<file path="config.mk">
export PLATFORM = sky130hd
export DESIGN_NAME = bbc_core
export DESIGN_NICKNAME = d
export VERILOG_FILES = /design/src/verilog/bbc_pkg.sv /design/src/verilog/bbc_branch_cond.sv /design/src/verilog/bbc_shift_unit.sv /design/src/verilog/bbc_core.sv
export VERILOG_INCLUDE_DIRS = /design/src /design/src/verilog
export SDC_FILE = /design/constraint.sdc
export NUM_CORES = 1
export LEC_CHECK = 0
export BUFFER_PORTS_ARGS = -buffer_cell sky130_fd_sc_hd__buf_2
export CAP_MARGIN = 0
export CORE_ASPECT_RATIO = 0.75
export CORE_MARGIN = 1.5
export CORE_UTILIZATION = 25
export CTS_CLUSTER_DIAMETER = 80
export DETAILED_ROUTE_END_ITERATION = 8
export PLACE_DENSITY = 0.45
export SKIP_LAST_GASP = 1
export SYNTH_ARGS = -nofsm -noshare
export SYNTH_HDL_FRONTEND = slang
export SYNTH_SLANG_ARGS = --single-unit
</file>
<file path="constraint.sdc">
create_clock -name core_clk -period 7.15 [get_ports core_clk]
set_input_delay 1.43 -clock core_clk [delete_from_list [all_inputs] [get_ports core_clk]]
set_output_delay 1.43 -clock core_clk [all_outputs]
set_load 0.05 [all_outputs]
</file>
<file path="src/verilog/bbc_cfg.svh">
`ifndef BBC_CFG_SVH
`define BBC_CFG_SVH

`define BBC_RST_PC      16'h0000
`define BBC_RST_SP      8'hFF
`define BBC_DIR_PAGE    8'h00

`define BBC_GRP_BITBR   4'h0
`define BBC_GRP_BITSC   4'h1
`define BBC_GRP_REL     4'h2
`define BBC_GRP_RMW_DIR 4'h3
`define BBC_GRP_RMW_A   4'h4
`define BBC_GRP_RMW_X   4'h5
`define BBC_GRP_RMW_IX1 4'h6
`define BBC_GRP_RMW_IX  4'h7
`define BBC_GRP_CTL8    4'h8
`define BBC_GRP_CTL9    4'h9
`define BBC_GRP_IMM     4'hA
`define BBC_GRP_DIR     4'hB
`define BBC_GRP_EXT     4'hC
`define BBC_GRP_IX2     4'hD
`define BBC_GRP_IX1     4'hE
`define BBC_GRP_IX      4'hF

`define BBC_LO_SHR      4'h7
`define BBC_LO_SHL      4'h8
`define BBC_LO_AND      4'h4
`define BBC_LO_LDA      4'h6
`define BBC_LO_STA      4'h7
`define BBC_LO_EOR      4'h8
`define BBC_LO_ORA      4'hA
`define BBC_LO_ADD      4'hB
`define BBC_LO_JMP      4'hC
`define BBC_LO_JSR      4'hD
`define BBC_LO_LDX      4'hE
`define BBC_LO_STX      4'hF

`define BBC_OP_RTS      8'h81
`define BBC_OP_STOP     8'h8E
`define BBC_OP_WAIT     8'h8F
`define BBC_OP_TAX      8'h97
`define BBC_OP_CLC      8'h98
`define BBC_OP_SEC      8'h99
`define BBC_OP_CLI      8'h9A
`define BBC_OP_SEI      8'h9B
`define BBC_OP_RSP      8'h9C
`define BBC_OP_TXA      8'h9F

`define BBC_CYC_BIT     3'd5
`define BBC_CYC_REL     3'd3
`define BBC_CYC_INH     3'd2
`define BBC_CYC_RTS     3'd6
`define BBC_CYC_RMW_DIR 3'd5
`define BBC_CYC_RMW_INH 3'd3
`define BBC_CYC_RMW_IX1 3'd6
`define BBC_CYC_RMW_IX  3'd5
`define BBC_CYC_RM_IMM  3'd2
`define BBC_CYC_RM_DIR  3'd3
`define BBC_CYC_RM_EXT  3'd4
`define BBC_CYC_RM_IX2  3'd5
`define BBC_CYC_RM_IX1  3'd4
`define BBC_CYC_RM_IX   3'd3
`define BBC_CYC_JMP_DIR 3'd2
`define BBC_CYC_JMP_EXT 3'd3
`define BBC_CYC_JMP_IX2 3'd4
`define BBC_CYC_JMP_IX1 3'd3
`define BBC_CYC_JMP_IX  3'd2
`define BBC_CYC_JSR_DIR 3'd5
`define BBC_CYC_JSR_EXT 3'd6
`define BBC_CYC_JSR_IX2 3'd7
`define BBC_CYC_JSR_IX1 3'd6
`define BBC_CYC_JSR_IX  3'd5

`endif

</file>
<file path="src/verilog/bbc_pkg.sv">
package bbc_pkg;

	typedef enum logic [3:0] {
		S_FETCH = 4'b0000,
		S_OP1   = 4'b0001,
		S_OP2   = 4'b0010,
		S_READ  = 4'b0011,
		S_WRITE = 4'b0100,
		S_PUSHL = 4'b0101,
		S_PUSHH = 4'b0110,
		S_POPH  = 4'b0111,
		S_POPL  = 4'b1000,
		S_EXEC  = 4'b1001,
		S_PAD   = 4'b1010,
		S_HALT  = 4'b1011
	} bbc_state_e;

	typedef struct packed {
		logic h;
		logic i;
		logic n;
		logic z;
		logic c;
	} bbc_ccr_s;

	typedef struct packed {
		logic [15:0] addr;
		logic [7:0]  wdata;
		logic        rd;
		logic        wr;
	} bbc_bus_s;

endpackage

</file>
<file path="src/verilog/bbc_branch_cond.sv">
module bbc_branch_cond
	import bbc_pkg::*;
(
	input  wire logic [3:0] cond,
	input  bbc_ccr_s        flags,
	input  wire logic       irq_pin_n,
	output logic            take
);

	always_comb begin
		case (cond)
			4'h0: take = 1'b1;
			4'h1: take = 1'b0;
			4'h2: take = !(flags.c | flags.z);
			4'h3: take = flags.c | flags.z;
			4'h4: take = !flags.c;
			4'h5: take = flags.c;
			4'h6: take = !flags.z;
			4'h7: take = flags.z;
			4'h8: take = !flags.h;
			4'h9: take = flags.h;
			4'hA: take = !flags.n;
			4'hB: take = flags.n;
			4'hC: take = !flags.i;
			4'hD: take = flags.i;
			4'hE: take = !irq_pin_n;
			4'hF: take = irq_pin_n;
			default: take = 1'b0;
		endcase
	end

endmodule // bbc_branch_cond

</file>
<file path="src/verilog/bbc_shift_unit.sv">
module bbc_shift_unit (
	input  wire logic       shift_left,
	input  wire logic [7:0] din,
	output logic [7:0]      dout,
	output logic            neg,
	output logic            zero,
	output logic            carry
);

	always_comb begin
		if (shift_left) begin
			dout  = {din[6:0], 1'b0};
			carry = din[7];
		end else begin
			dout  = {din[7], din[7:1]};
			carry = din[0];
		end
		neg  = dout[7];
		zero = (dout == 8'h00);
	end

endmodule // bbc_shift_unit

</file>
<file path="src/verilog/bbc_core.sv">
// Overview of operation
// - Branch-if-bit-clear/set are three bytes, testing any bit in lowest 256 addresses.
// - Second byte is the tested byte's direct address; third is signed displacement.
// - Bit position and sense come from opcode; displacement added only on success.
// - Targets relative to next instruction, two's complement range -128 to +127.
// - Tested memory bit is copied into carry whether or not branch is taken.
// - Failed branch leaves program counter sequence; next instruction follows.
// - Set or clear any writable bit within lowest 256 memory bytes.
// - Bit clear is direct only, opcodes 11 upward by two, five cycles, flags kept.
// - Opcode 24 branches on carry clear, PC plus 2 plus offset, three cycles.
// - Higher-or-same shares opcode 24; opcode 22 needs carry and zero both clear.
// - Opcode 25 branches on carry set, opcode 27 on zero set.
// - Opcodes 28 and 29 branch on half-carry clear and set, flags untouched.
// - Branches on interrupt mask clear and on mask set.
// - Shift left 38..78, shift right 37..77; 5,3,3,6,5 cycles; set N Z C.
// - Stop halts oscillator and enables the external interrupt pin to resume.
// - Wait stops CPU clock, enables interrupts; an interrupt resumes execution.
// - Copy accumulator to index register and index register to accumulator.
// - Jump and jump-to-subroutine take only an address and load the PC with it.
// - Direct addressing forces operand address high byte to zero.
// - Branch-if-bit-clear bit 0 is opcode 01, then odd opcodes, five cycles each.
`include "bbc_cfg.svh"

module bbc_core
	import bbc_pkg::*;
(
	input  wire logic       core_clk,
	input  wire logic       nrst,
	output bbc_bus_s        mem_bus,
	input  wire logic [7:0] mem_rdata,
	input  wire logic       irq_pin_n,
	input  wire logic       int_req,
	output bbc_ccr_s        condition_code_register,
	output logic [7:0]      acc,
	output logic [7:0]      idx,
	output logic [15:0]     pc,
	output logic            osc_stop,
	output logic            cpu_clk_stop,
	output logic            instr_start
);

	bbc_state_e  state_r;
	bbc_state_e  state_nxt;
	bbc_state_e  end_st;
	bbc_state_e  acc_st;
	bbc_ccr_s    ccr_r;
	logic [2:0]  cnt_r;
	logic [2:0]  total_r;
	logic [15:0] pc_r;
	logic [15:0] ea_r;
	logic [15:0] ea_calc;
	logic [15:0] rel_target;
	logic [15:0] bit_target;
	logic [7:0]  op_r;
	logic [7:0]  tmp_r;
	logic [7:0]  wdata_r;
	logic [7:0]  sp_r;
	logic [7:0]  a_r;
	logic [7:0]  x_r;
	logic [7:0]  alu_res;
	logic [7:0]  sh_in;
	logic [7:0]  sh_out;
	logic [8:0]  add_sum;
	logic [3:0]  hi;
	logic [3:0]  lo;
	logic        is_rmw;
	logic        is_reg;
	logic        is_st;
	logic        rmw_shift;
	logic        take_rel;
	logic        tested_bit;
	logic        sh_n;
	logic        sh_z;
	logic        sh_c;
	logic        fin;
	logic        wake;
	logic        stop_r;
	logic        halt_r;
	logic        alu_go;

	assign hi         = op_r[7:4];
	assign lo         = op_r[3:0];
	assign is_rmw     = (hi >= `BBC_GRP_RMW_DIR) && (hi <= `BBC_GRP_RMW_IX);
	assign is_reg     = (hi >= `BBC_GRP_IMM);
	assign is_st      = (lo == `BBC_LO_STA) || (lo == `BBC_LO_STX);
	assign rmw_shift  = (lo == `BBC_LO_SHL) || (lo == `BBC_LO_SHR);
	assign tested_bit = mem_rdata[op_r[3:1]];
	assign rel_target = pc_r + 16'h0001 + {{8{mem_rdata[7]}}, mem_rdata};
	assign bit_target = pc_r + {{8{tmp_r[7]}}, tmp_r};
	assign fin        = ({1'b0, cnt_r} + 4'h1) >= {1'b0, total_r};
	assign end_st     = fin ? S_FETCH : S_PAD;
	assign wake       = stop_r ? !irq_pin_n : (!irq_pin_n || int_req);
	assign alu_go     = ((state_r == S_OP1) && (hi == `BBC_GRP_IMM)) || ((state_r == S_READ) && is_reg);
	assign sh_in      = (state_r == S_READ) ? mem_rdata : ((hi == `BBC_GRP_RMW_A) ? a_r : x_r);
	assign add_sum    = {1'b0, a_r} + {1'b0, mem_rdata};

	bbc_branch_cond u_cond (
		.cond      (lo),
		.flags     (ccr_r),
		.irq_pin_n (irq_pin_n),
		.take      (take_rel)
	);

	bbc_shift_unit u_shift (
		.shift_left (lo == `BBC_LO_SHL),
		.din        (sh_in),
		.dout       (sh_out),
		.neg        (sh_n),
		.zero       (sh_z),
		.carry      (sh_c)
	);

	function automatic logic needs_op(input logic [7:0] opc);
		case (opc[7:4])
			`BBC_GRP_BITBR, `BBC_GRP_BITSC, `BBC_GRP_REL: needs_op = 1'b1;
			`BBC_GRP_RMW_DIR, `BBC_GRP_RMW_IX1: needs_op = 1'b1;
			`BBC_GRP_IMM, `BBC_GRP_DIR, `BBC_GRP_EXT, `BBC_GRP_IX2, `BBC_GRP_IX1: needs_op = 1'b1;
			default: needs_op = 1'b0;
		endcase
	endfunction

	function automatic logic [2:0] cyc_of(input logic [7:0] opc);
		logic [3:0] l;
		l = opc[3:0];
		case (opc[7:4])
			`BBC_GRP_BITBR, `BBC_GRP_BITSC: cyc_of = `BBC_CYC_BIT;
			`BBC_GRP_REL: cyc_of = `BBC_CYC_REL;
			`BBC_GRP_RMW_DIR: cyc_of = `BBC_CYC_RMW_DIR;
			`BBC_GRP_RMW_A, `BBC_GRP_RMW_X: cyc_of = `BBC_CYC_RMW_INH;
			`BBC_GRP_RMW_IX1: cyc_of = `BBC_CYC_RMW_IX1;
			`BBC_GRP_RMW_IX: cyc_of = `BBC_CYC_RMW_IX;
			`BBC_GRP_CTL8: cyc_of = (opc == `BBC_OP_RTS) ? `BBC_CYC_RTS : `BBC_CYC_INH;
			`BBC_GRP_CTL9, `BBC_GRP_IMM: cyc_of = `BBC_CYC_RM_IMM;
			`BBC_GRP_DIR: cyc_of = (l == `BBC_LO_JMP) ? `BBC_CYC_JMP_DIR :
				(l == `BBC_LO_JSR) ? `BBC_CYC_JSR_DIR : `BBC_CYC_RM_DIR;
			`BBC_GRP_EXT: cyc_of = (l == `BBC_LO_JMP) ? `BBC_CYC_JMP_EXT :
				(l == `BBC_LO_JSR) ? `BBC_CYC_JSR_EXT : `BBC_CYC_RM_EXT;
			`BBC_GRP_IX2: cyc_of = (l == `BBC_LO_JMP) ? `BBC_CYC_JMP_IX2 :
				(l == `BBC_LO_JSR) ? `BBC_CYC_JSR_IX2 : `BBC_CYC_RM_IX2;
			`BBC_GRP_IX1: cyc_of = (l == `BBC_LO_JMP) ? `BBC_CYC_JMP_IX1 :
				(l == `BBC_LO_JSR) ? `BBC_CYC_JSR_IX1 : `BBC_CYC_RM_IX1;
			default: cyc_of = (l == `BBC_LO_JMP) ? `BBC_CYC_JMP_IX :
				(l == `BBC_LO_JSR) ? `BBC_CYC_JSR_IX : `BBC_CYC_RM_IX;
		endcase
	endfunction

	// Effective address; direct page forced to zero
	always_comb begin
		case (state_r)
			S_OP1: begin
				if ((hi == `BBC_GRP_RMW_IX1) || (hi == `BBC_GRP_IX1))
					ea_calc = {7'h00, {1'b0, mem_rdata} + {1'b0, x_r}};
				else
					ea_calc = {`BBC_DIR_PAGE, mem_rdata};
			end
			S_OP2: begin
				// Bit branch keeps the tested byte's address; its third byte is only the offset
				if (hi == `BBC_GRP_BITBR)
					ea_calc = ea_r;
				else
					ea_calc = {tmp_r, mem_rdata} + ((hi == `BBC_GRP_IX2) ? {8'h00, x_r} : 16'h0000);
			end
			default: ea_calc = {`BBC_DIR_PAGE, x_r};
		endcase
	end

	always_comb begin
		if (lo == `BBC_LO_JMP)
			acc_st = end_st;
		else if (lo == `BBC_LO_JSR)
			acc_st = S_PUSHL;
		else if (is_st)
			acc_st = S_WRITE;
		else
			acc_st = S_READ;
	end

	always_comb begin
		case (lo)
			`BBC_LO_AND: alu_res = a_r & mem_rdata;
			`BBC_LO_EOR: alu_res = a_r ^ mem_rdata;
			`BBC_LO_ORA: alu_res = a_r | mem_rdata;
			`BBC_LO_ADD: alu_res = add_sum[7:0];
			default:     alu_res = mem_rdata;
		endcase
	end

	always_comb begin
		case (state_r)
			S_FETCH: state_nxt = needs_op(mem_rdata) ? S_OP1 : S_EXEC;
			S_OP1: begin
				case (hi)
					`BBC_GRP_BITBR: state_nxt = S_OP2;
					`BBC_GRP_BITSC: state_nxt = S_READ;
					`BBC_GRP_RMW_DIR, `BBC_GRP_RMW_IX1: state_nxt = rmw_shift ? S_READ : end_st;
					`BBC_GRP_EXT, `BBC_GRP_IX2: state_nxt = S_OP2;
					`BBC_GRP_DIR, `BBC_GRP_IX1: state_nxt = acc_st;
					default: state_nxt = end_st;
				endcase
			end
			S_OP2: state_nxt = (hi == `BBC_GRP_BITBR) ? S_READ : acc_st;
			S_READ: state_nxt = ((hi == `BBC_GRP_BITSC) || is_rmw) ? S_WRITE : end_st;
			S_WRITE, S_PUSHH, S_POPL, S_PAD: state_nxt = end_st;
			S_PUSHL: state_nxt = S_PUSHH;
			S_POPH: state_nxt = S_POPL;
			S_EXEC: begin
				if (hi == `BBC_GRP_RMW_IX)
					state_nxt = rmw_shift ? S_READ : end_st;
				else if (hi == `BBC_GRP_IX)
					state_nxt = acc_st;
				else if (op_r == `BBC_OP_RTS)
					state_nxt = S_POPH;
				else if ((op_r == `BBC_OP_STOP) || (op_r == `BBC_OP_WAIT))
					state_nxt = S_HALT;
				else
					state_nxt = end_st;
			end
			S_HALT: state_nxt = wake ? S_FETCH : S_HALT;
			default: state_nxt = S_FETCH;
		endcase
	end

	always_ff @(posedge core_clk or negedge nrst) begin
		if (!nrst) begin
			state_r <= S_FETCH;
			cnt_r   <= 3'd0;
			total_r <= 3'd1;
		end else begin
			state_r <= state_nxt;
			if (state_r == S_FETCH) begin
				cnt_r   <= 3'd1;
				total_r <= cyc_of(mem_rdata);
			end else if (state_r != S_HALT) begin
				cnt_r <= cnt_r + 3'd1;
			end
		end
	end

	// Halt flags stay up until the wake condition
	always_ff @(posedge core_clk or negedge nrst) begin
		if (!nrst) begin
			stop_r <= 1'b0;
			halt_r <= 1'b0;
		end else if ((state_r == S_EXEC) && (state_nxt == S_HALT)) begin
			stop_r <= (op_r == `BBC_OP_STOP);
			halt_r <= 1'b1;
		end else if ((state_r == S_HALT) && wake) begin
			stop_r <= 1'b0;
			halt_r <= 1'b0;
		end
	end

	always_ff @(posedge core_clk or negedge nrst) begin
		if (!nrst) begin
			pc_r    <= `BBC_RST_PC;
			ea_r    <= 16'h0000;
			op_r    <= 8'h00;
			tmp_r   <= 8'h00;
			wdata_r <= 8'h00;
			sp_r    <= `BBC_RST_SP;
		end else begin
			case (state_r)
				S_FETCH: begin
					op_r <= mem_rdata;
					pc_r <= pc_r + 16'h0001;
				end
				S_OP1, S_OP2: begin
					tmp_r <= mem_rdata;
					ea_r  <= ea_calc;
					if ((hi == `BBC_GRP_REL) && (state_r == S_OP1) && take_rel)
						pc_r <= rel_target;
					else if (is_reg && (lo == `BBC_LO_JMP) && (state_nxt != S_OP2) && (hi != `BBC_GRP_IMM))
						pc_r <= ea_calc;
					else
						pc_r <= pc_r + 16'h0001;
					if (is_st)
						wdata_r <= (lo == `BBC_LO_STA) ? a_r : x_r;
				end
				S_READ: begin
					if ((hi == `BBC_GRP_BITBR) && (tested_bit ^ op_r[0]))
						pc_r <= bit_target;
					if (hi == `BBC_GRP_BITSC) begin
						wdata_r           <= mem_rdata;
						wdata_r[op_r[3:1]] <= !op_r[0];
					end else begin
						wdata_r <= sh_out;
					end
				end
				S_EXEC: begin
					ea_r <= ea_calc;
					if ((hi == `BBC_GRP_IX) && (lo == `BBC_LO_JMP))
						pc_r <= ea_calc;
					if (is_st)
						wdata_r <= (lo == `BBC_LO_STA) ? a_r : x_r;
					if (op_r == `BBC_OP_RSP)
						sp_r <= `BBC_RST_SP;
				end
				S_PUSHL: sp_r <= sp_r - 8'h01;
				S_PUSHH: begin
					sp_r <= sp_r - 8'h01;
					pc_r <= ea_r;
				end
				S_POPH: begin
					sp_r       <= sp_r + 8'h01;
					pc_r[15:8] <= mem_rdata;
				end
				S_POPL: begin
					sp_r      <= sp_r + 8'h01;
					pc_r[7:0] <= mem_rdata;
				end
				default: pc_r <= pc_r;
			endcase
		end
	end

	// Accumulator, index and condition codes
	always_ff @(posedge core_clk or negedge nrst) begin
		if (!nrst) begin
			a_r   <= 8'h00;
			x_r   <= 8'h00;
			ccr_r <= '{h: 1'b0, i: 1'b1, n: 1'b0, z: 1'b0, c: 1'b0};
		end else if ((state_r == S_READ) && (hi == `BBC_GRP_BITBR)) begin
			ccr_r.c <= tested_bit;
		end else if (((state_r == S_READ) && is_rmw) ||
				((state_r == S_EXEC) && ((hi == `BBC_GRP_RMW_A) || (hi == `BBC_GRP_RMW_X)) && rmw_shift)) begin
			ccr_r.n <= sh_n;
			ccr_r.z <= sh_z;
			ccr_r.c <= sh_c;
			if (state_r == S_EXEC) begin
				if (hi == `BBC_GRP_RMW_A)
					a_r <= sh_out;
				else
					x_r <= sh_out;
			end
		end else if (alu_go && !is_st && (lo != `BBC_LO_JMP) && (lo != `BBC_LO_JSR)) begin
			ccr_r.n <= alu_res[7];
			ccr_r.z <= (alu_res == 8'h00);
			if (lo == `BBC_LO_LDX)
				x_r <= alu_res;
			else
				a_r <= alu_res;
			if (lo == `BBC_LO_ADD) begin
				ccr_r.c <= add_sum[8];
				ccr_r.h <= add_sum[4] ^ a_r[4] ^ mem_rdata[4];
			end
		end else if (state_r == S_EXEC) begin
			case (op_r)
				`BBC_OP_TAX: x_r <= a_r;
				`BBC_OP_TXA: a_r <= x_r;
				`BBC_OP_CLC: ccr_r.c <= 1'b0;
				`BBC_OP_SEC: ccr_r.c <= 1'b1;
				`BBC_OP_SEI: ccr_r.i <= 1'b1;
				`BBC_OP_CLI, `BBC_OP_STOP, `BBC_OP_WAIT: ccr_r.i <= 1'b0;
				default: ccr_r.i <= ccr_r.i;
			endcase
		end
	end

	always_comb begin
		mem_bus = '{addr: pc_r, wdata: wdata_r, rd: 1'b0, wr: 1'b0};
		case (state_r)
			S_FETCH, S_OP1, S_OP2: mem_bus.rd = 1'b1;
			S_READ: begin
				mem_bus.addr = ea_r;
				mem_bus.rd   = 1'b1;
			end
			S_WRITE: begin
				mem_bus.addr = ea_r;
				mem_bus.wr   = 1'b1;
			end
			S_PUSHL, S_PUSHH: begin
				mem_bus.addr  = {`BBC_DIR_PAGE, sp_r};
				mem_bus.wdata = (state_r == S_PUSHL) ? pc_r[7:0] : pc_r[15:8];
				mem_bus.wr    = 1'b1;
			end
			S_POPH, S_POPL: begin
				mem_bus.addr = {`BBC_DIR_PAGE, sp_r + 8'h01};
				mem_bus.rd   = 1'b1;
			end
			default: mem_bus.rd = 1'b0;
		endcase
	end

	assign condition_code_register          = ccr_r;
	assign acc          = a_r;
	assign idx          = x_r;
	assign pc           = pc_r;
	assign osc_stop     = stop_r;
	assign cpu_clk_stop = halt_r;
	assign instr_start  = (state_r == S_FETCH);
endmodule // bbc_core

</file>
==> impl_summary.log <==
[metrics] outcome: complete, no violations
[metrics] number of max-slew violations in the final report: 0
[metrics] prevailing post-synth register cell: sky130_fd_sc_hd__dfrtp_1
[metrics] Post-Syn Area per Cell: 7.560 sq um
[metrics] setup repair after global routing missed its margin: false
[metrics] Final Hold Violating Endpoints: 0
[metrics] number of warnings issued by yosys: 0
[metrics] 1st-iter DRT viols: 1433
[metrics] final RePlAce weighted congestion: 0.9341
[metrics] number of buffers inserted during clock tree synthesis: 9
[metrics] met2 layer wire length in the routed design: 20.52 mm
[metrics] CTS Hold Bufs: 0
[metrics] top-area cell type share of the netlist area: 19.70%
[metrics] met3 routed WL: 4.773 mm
[metrics] vias in the first global route: 11170
[metrics] Mapped Nets: 1548
[metrics] FF-to-FF setup slack: 2630 ps
[metrics] placeable core region: 43520 sq um
[metrics] Sinks on Clock Net: 97
[metrics] main area contributors after synthesis: sky130_fd_sc_hd__dfrtp_1 (20%), sky130_fd_sc_hd__ha_1 (7.8%), sky130_fd_sc_hd__o21ai_0 (6.0%)
[metrics] worst min-delay path category: register to register
[metrics] clock tree from TritonCTS: yes
[metrics] most common cell in the netlist: sky130_fd_sc_hd__nor2_1
[metrics] EDFF count, synth: 0
[metrics] clock buffer depth: 2
[metrics] post-route setup TNS: 0 ps
[metrics] Core Rows: 66
[metrics] DIE AREA: 45500 sq um
[metrics] max cap viols: 0
[metrics] most used standard cells in the synthesized netlist: sky130_fd_sc_hd__nor2_1 (169), sky130_fd_sc_hd__o21ai_0 (133), sky130_fd_sc_hd__nand2_1 (132)
[metrics] share of the cycle needed by the critical path after routing: 69.60%
[metrics] met1 WL: 24.99 mm
[metrics] IO Count: 78
[metrics] Area Growth Syn to Fin: 10.05%
[metrics] number of buffer cells added on primary ports: 77
[metrics] vias per cell: 5.813
[metrics] Seq/Total Area, Yosys: 22.07%
[metrics] CTS Root Cell: sky130_fd_sc_hd__clkbuf_16
[metrics] placed cells: 2046
[metrics] critical path type: register to primary output
[metrics] data arrival time at the worst-slack endpoint: 3550 ps
[metrics] Ant. Diodes: 0
[metrics] cell type with the largest total area after synthesis: sky130_fd_sc_hd__dfrtp_1
[metrics] worst slew pin tran: 1254 ps
[metrics] residual DRC count: 0
[metrics] startpoint types: register
[metrics] Die Height: 185.1 microns
[metrics] proportion of synthesized flip-flops having asynchronous set or reset: 100.0%
[metrics] First-pass DRT Iterations: 8
[metrics] total number of vias: 11990
[metrics] synthesis-stage register bit count: 97
[metrics] CTS HTree Levels: 3
[metrics] number of antenna-violating nets in the routed design: 0
[metrics] highest achievable clock rate: 0.2009 GHz
[metrics] post-synthesis cell area: 11050 sq um
[metrics] top fanout value on the critical path: 24
[metrics] die span in x: 245.8 microns
[metrics] Post-CTS Resized: 0
[metrics] Layout Nets: 1565
[metrics] cells after synthesis: 1462
[metrics] routed wirelength normalized by instance count: 25.06 microns
[metrics] highest metal layer with signal wires: met4
[metrics] total overflow reported by the global router: 0
[metrics] count of distinct cell types in the synthesized netlist: 92
[metrics] buffers inserted during post-CTS setup optimization: 0
[metrics] Worst-path clk slew: 70 ps
[metrics] Total Routed Length: 51.67 mm
[metrics] largest net degree at the start of global routing: 54
[metrics] GRT Util Overall: 22.73%
[metrics] Starting Density: 25.40%
[metrics] sort of element at the end of the critical path: primary output
[metrics] DPL Wire Length: 38.42 mm
[metrics] fraction of layout instances using a drive strength above 1: 10.78%
[metrics] number of antenna violations at the first check in global routing: 0
[metrics] final critical delay including setup and external delays: 4977 ps
[metrics] wire length of the first global-routing pass: 76.11 mm
[metrics] Clk Latency, worst-skew pair: 400 ps
[metrics] total setup violations reported at the end of the flow: 0
[metrics] post-layout instance count excluding filler cells: 2062
[metrics] max-slew headroom at the worst pin: 15.86%
[metrics] Worst Clk Skew: 17.13 ps
[metrics] data required time at the worst endpoint: 5720 ps
worst max-delay path, cell delays in order (launching register included):
cell                       delay (ps)
sky130_fd_sc_hd__dfrtp_1          910
sky130_fd_sc_hd__buf_4            390
sky130_fd_sc_hd__nor3_1           130
sky130_fd_sc_hd__a31oi_1          740
sky130_fd_sc_hd__a21oi_1          160
sky130_fd_sc_hd__o311ai_0         450
sky130_fd_sc_hd__buf_2            350
cells in the final DEF (no fill, tap or decap), drive strengths merged, types with 18 or more instances in the layout:
cell type	synthesis	final
nand3	37	37
nor2	172	172
xnor2	38	38
nor3	42	42
buf	49	99
o21ai	141	141
mux2i	37	37
nand2	132	132
a211oi	44	44
a21oi	121	121
ha	69	69
and2	21	21
a21o	24	24
dfrtp	87	87
nand2b	19	19
a31oi	18	18
xor2	30	30
inv	53	55
sequential cells by signal (all words and copies together) (netlist names), 3 cells and up:
signal	count
op_r	8
condition_code_register	5
ea_r	16
sp_r	8
acc	8
total_r	3
pc	16
wdata_r	8
cnt_r	3
state_r	4
tmp_r	8
idx	8
per-stage QoR:
| step | hold slack [ps] | setup slack, ps | area, sq um | util [%] |
|---|---|---|---|---|
| 6_report | 484.6 | 2173 | 12160 | 27.95 |
| 5_1_grt | 504.1 | 1969 | 12160 | 27.95 |
| 4_1_cts | 488.4 | 2234 | 12160 | 27.95 |
| 3_5_place_dp | 477.6 | 2501 | 11880 | 27.30 |
| 3_3_place_gp | 473.0 | 2475 | 11880 | 27.30 |
| 2_1_floorplan | 449.7 | 2304 | 11050 | - |
kinds of logic after synthesis:
group | share of synthesized area [%]
AND/OR/NAND/NOR | 22.87
multiplexers | 4.200
adder cells (fa/ha/maj) | 8.716
flip-flops | 22.07
buffers and inverters | 6.079
XOR/XNOR | 5.592
AO/OA/AOI/OAI | 30.47
per-layer routing:
| layer | track usage, % | vias to the layer above |
|---|---|---|
| met2 | 31.43 | 553 |
| met1 | 34.14 | 5882 |
| met5 | 0 | - |
| met4 | 6.896 | 0 |
| met3 | 5.274 | 89 |
| li1 | - | 5462 |
final timing paths:
path | to | startpoint | cells past startpoint
setup / recovery | mem_bus[10] | state_r[0]$_DFF_PN0_ | 6
max in group asynchronous | op_r[7]$_DFFE_PN0P_ | nrst | 2
hold reg to reg | total_r[0]$_DFFE_PN1P_ | total_r[0]$_DFFE_PN1P_ | 2
setup reg to reg | acc[7]$_DFFE_PN0P_ | op_r[2]$_DFFE_PN0P_ | 8
hold / removal | total_r[0]$_DFFE_PN1P_ | total_r[0]$_DFFE_PN1P_ | 2
min in group asynchronous | pc[2]$_DFFE_PN0P_ | nrst | 1
area by class of cell:
type,count,area [sq um]
inverters,54,202.7
flip-flops and latches,97,2440
repair buffers,99,553.0
well taps,578,723.2
multi-input cells,1218,7964
clock buffers,11,242.7
fillers,4791,31360
clock inverters,5,38.79
Power is not shown: default switching activity piles up to over one toggle a cycle in this logic, so the estimate is an artifact.
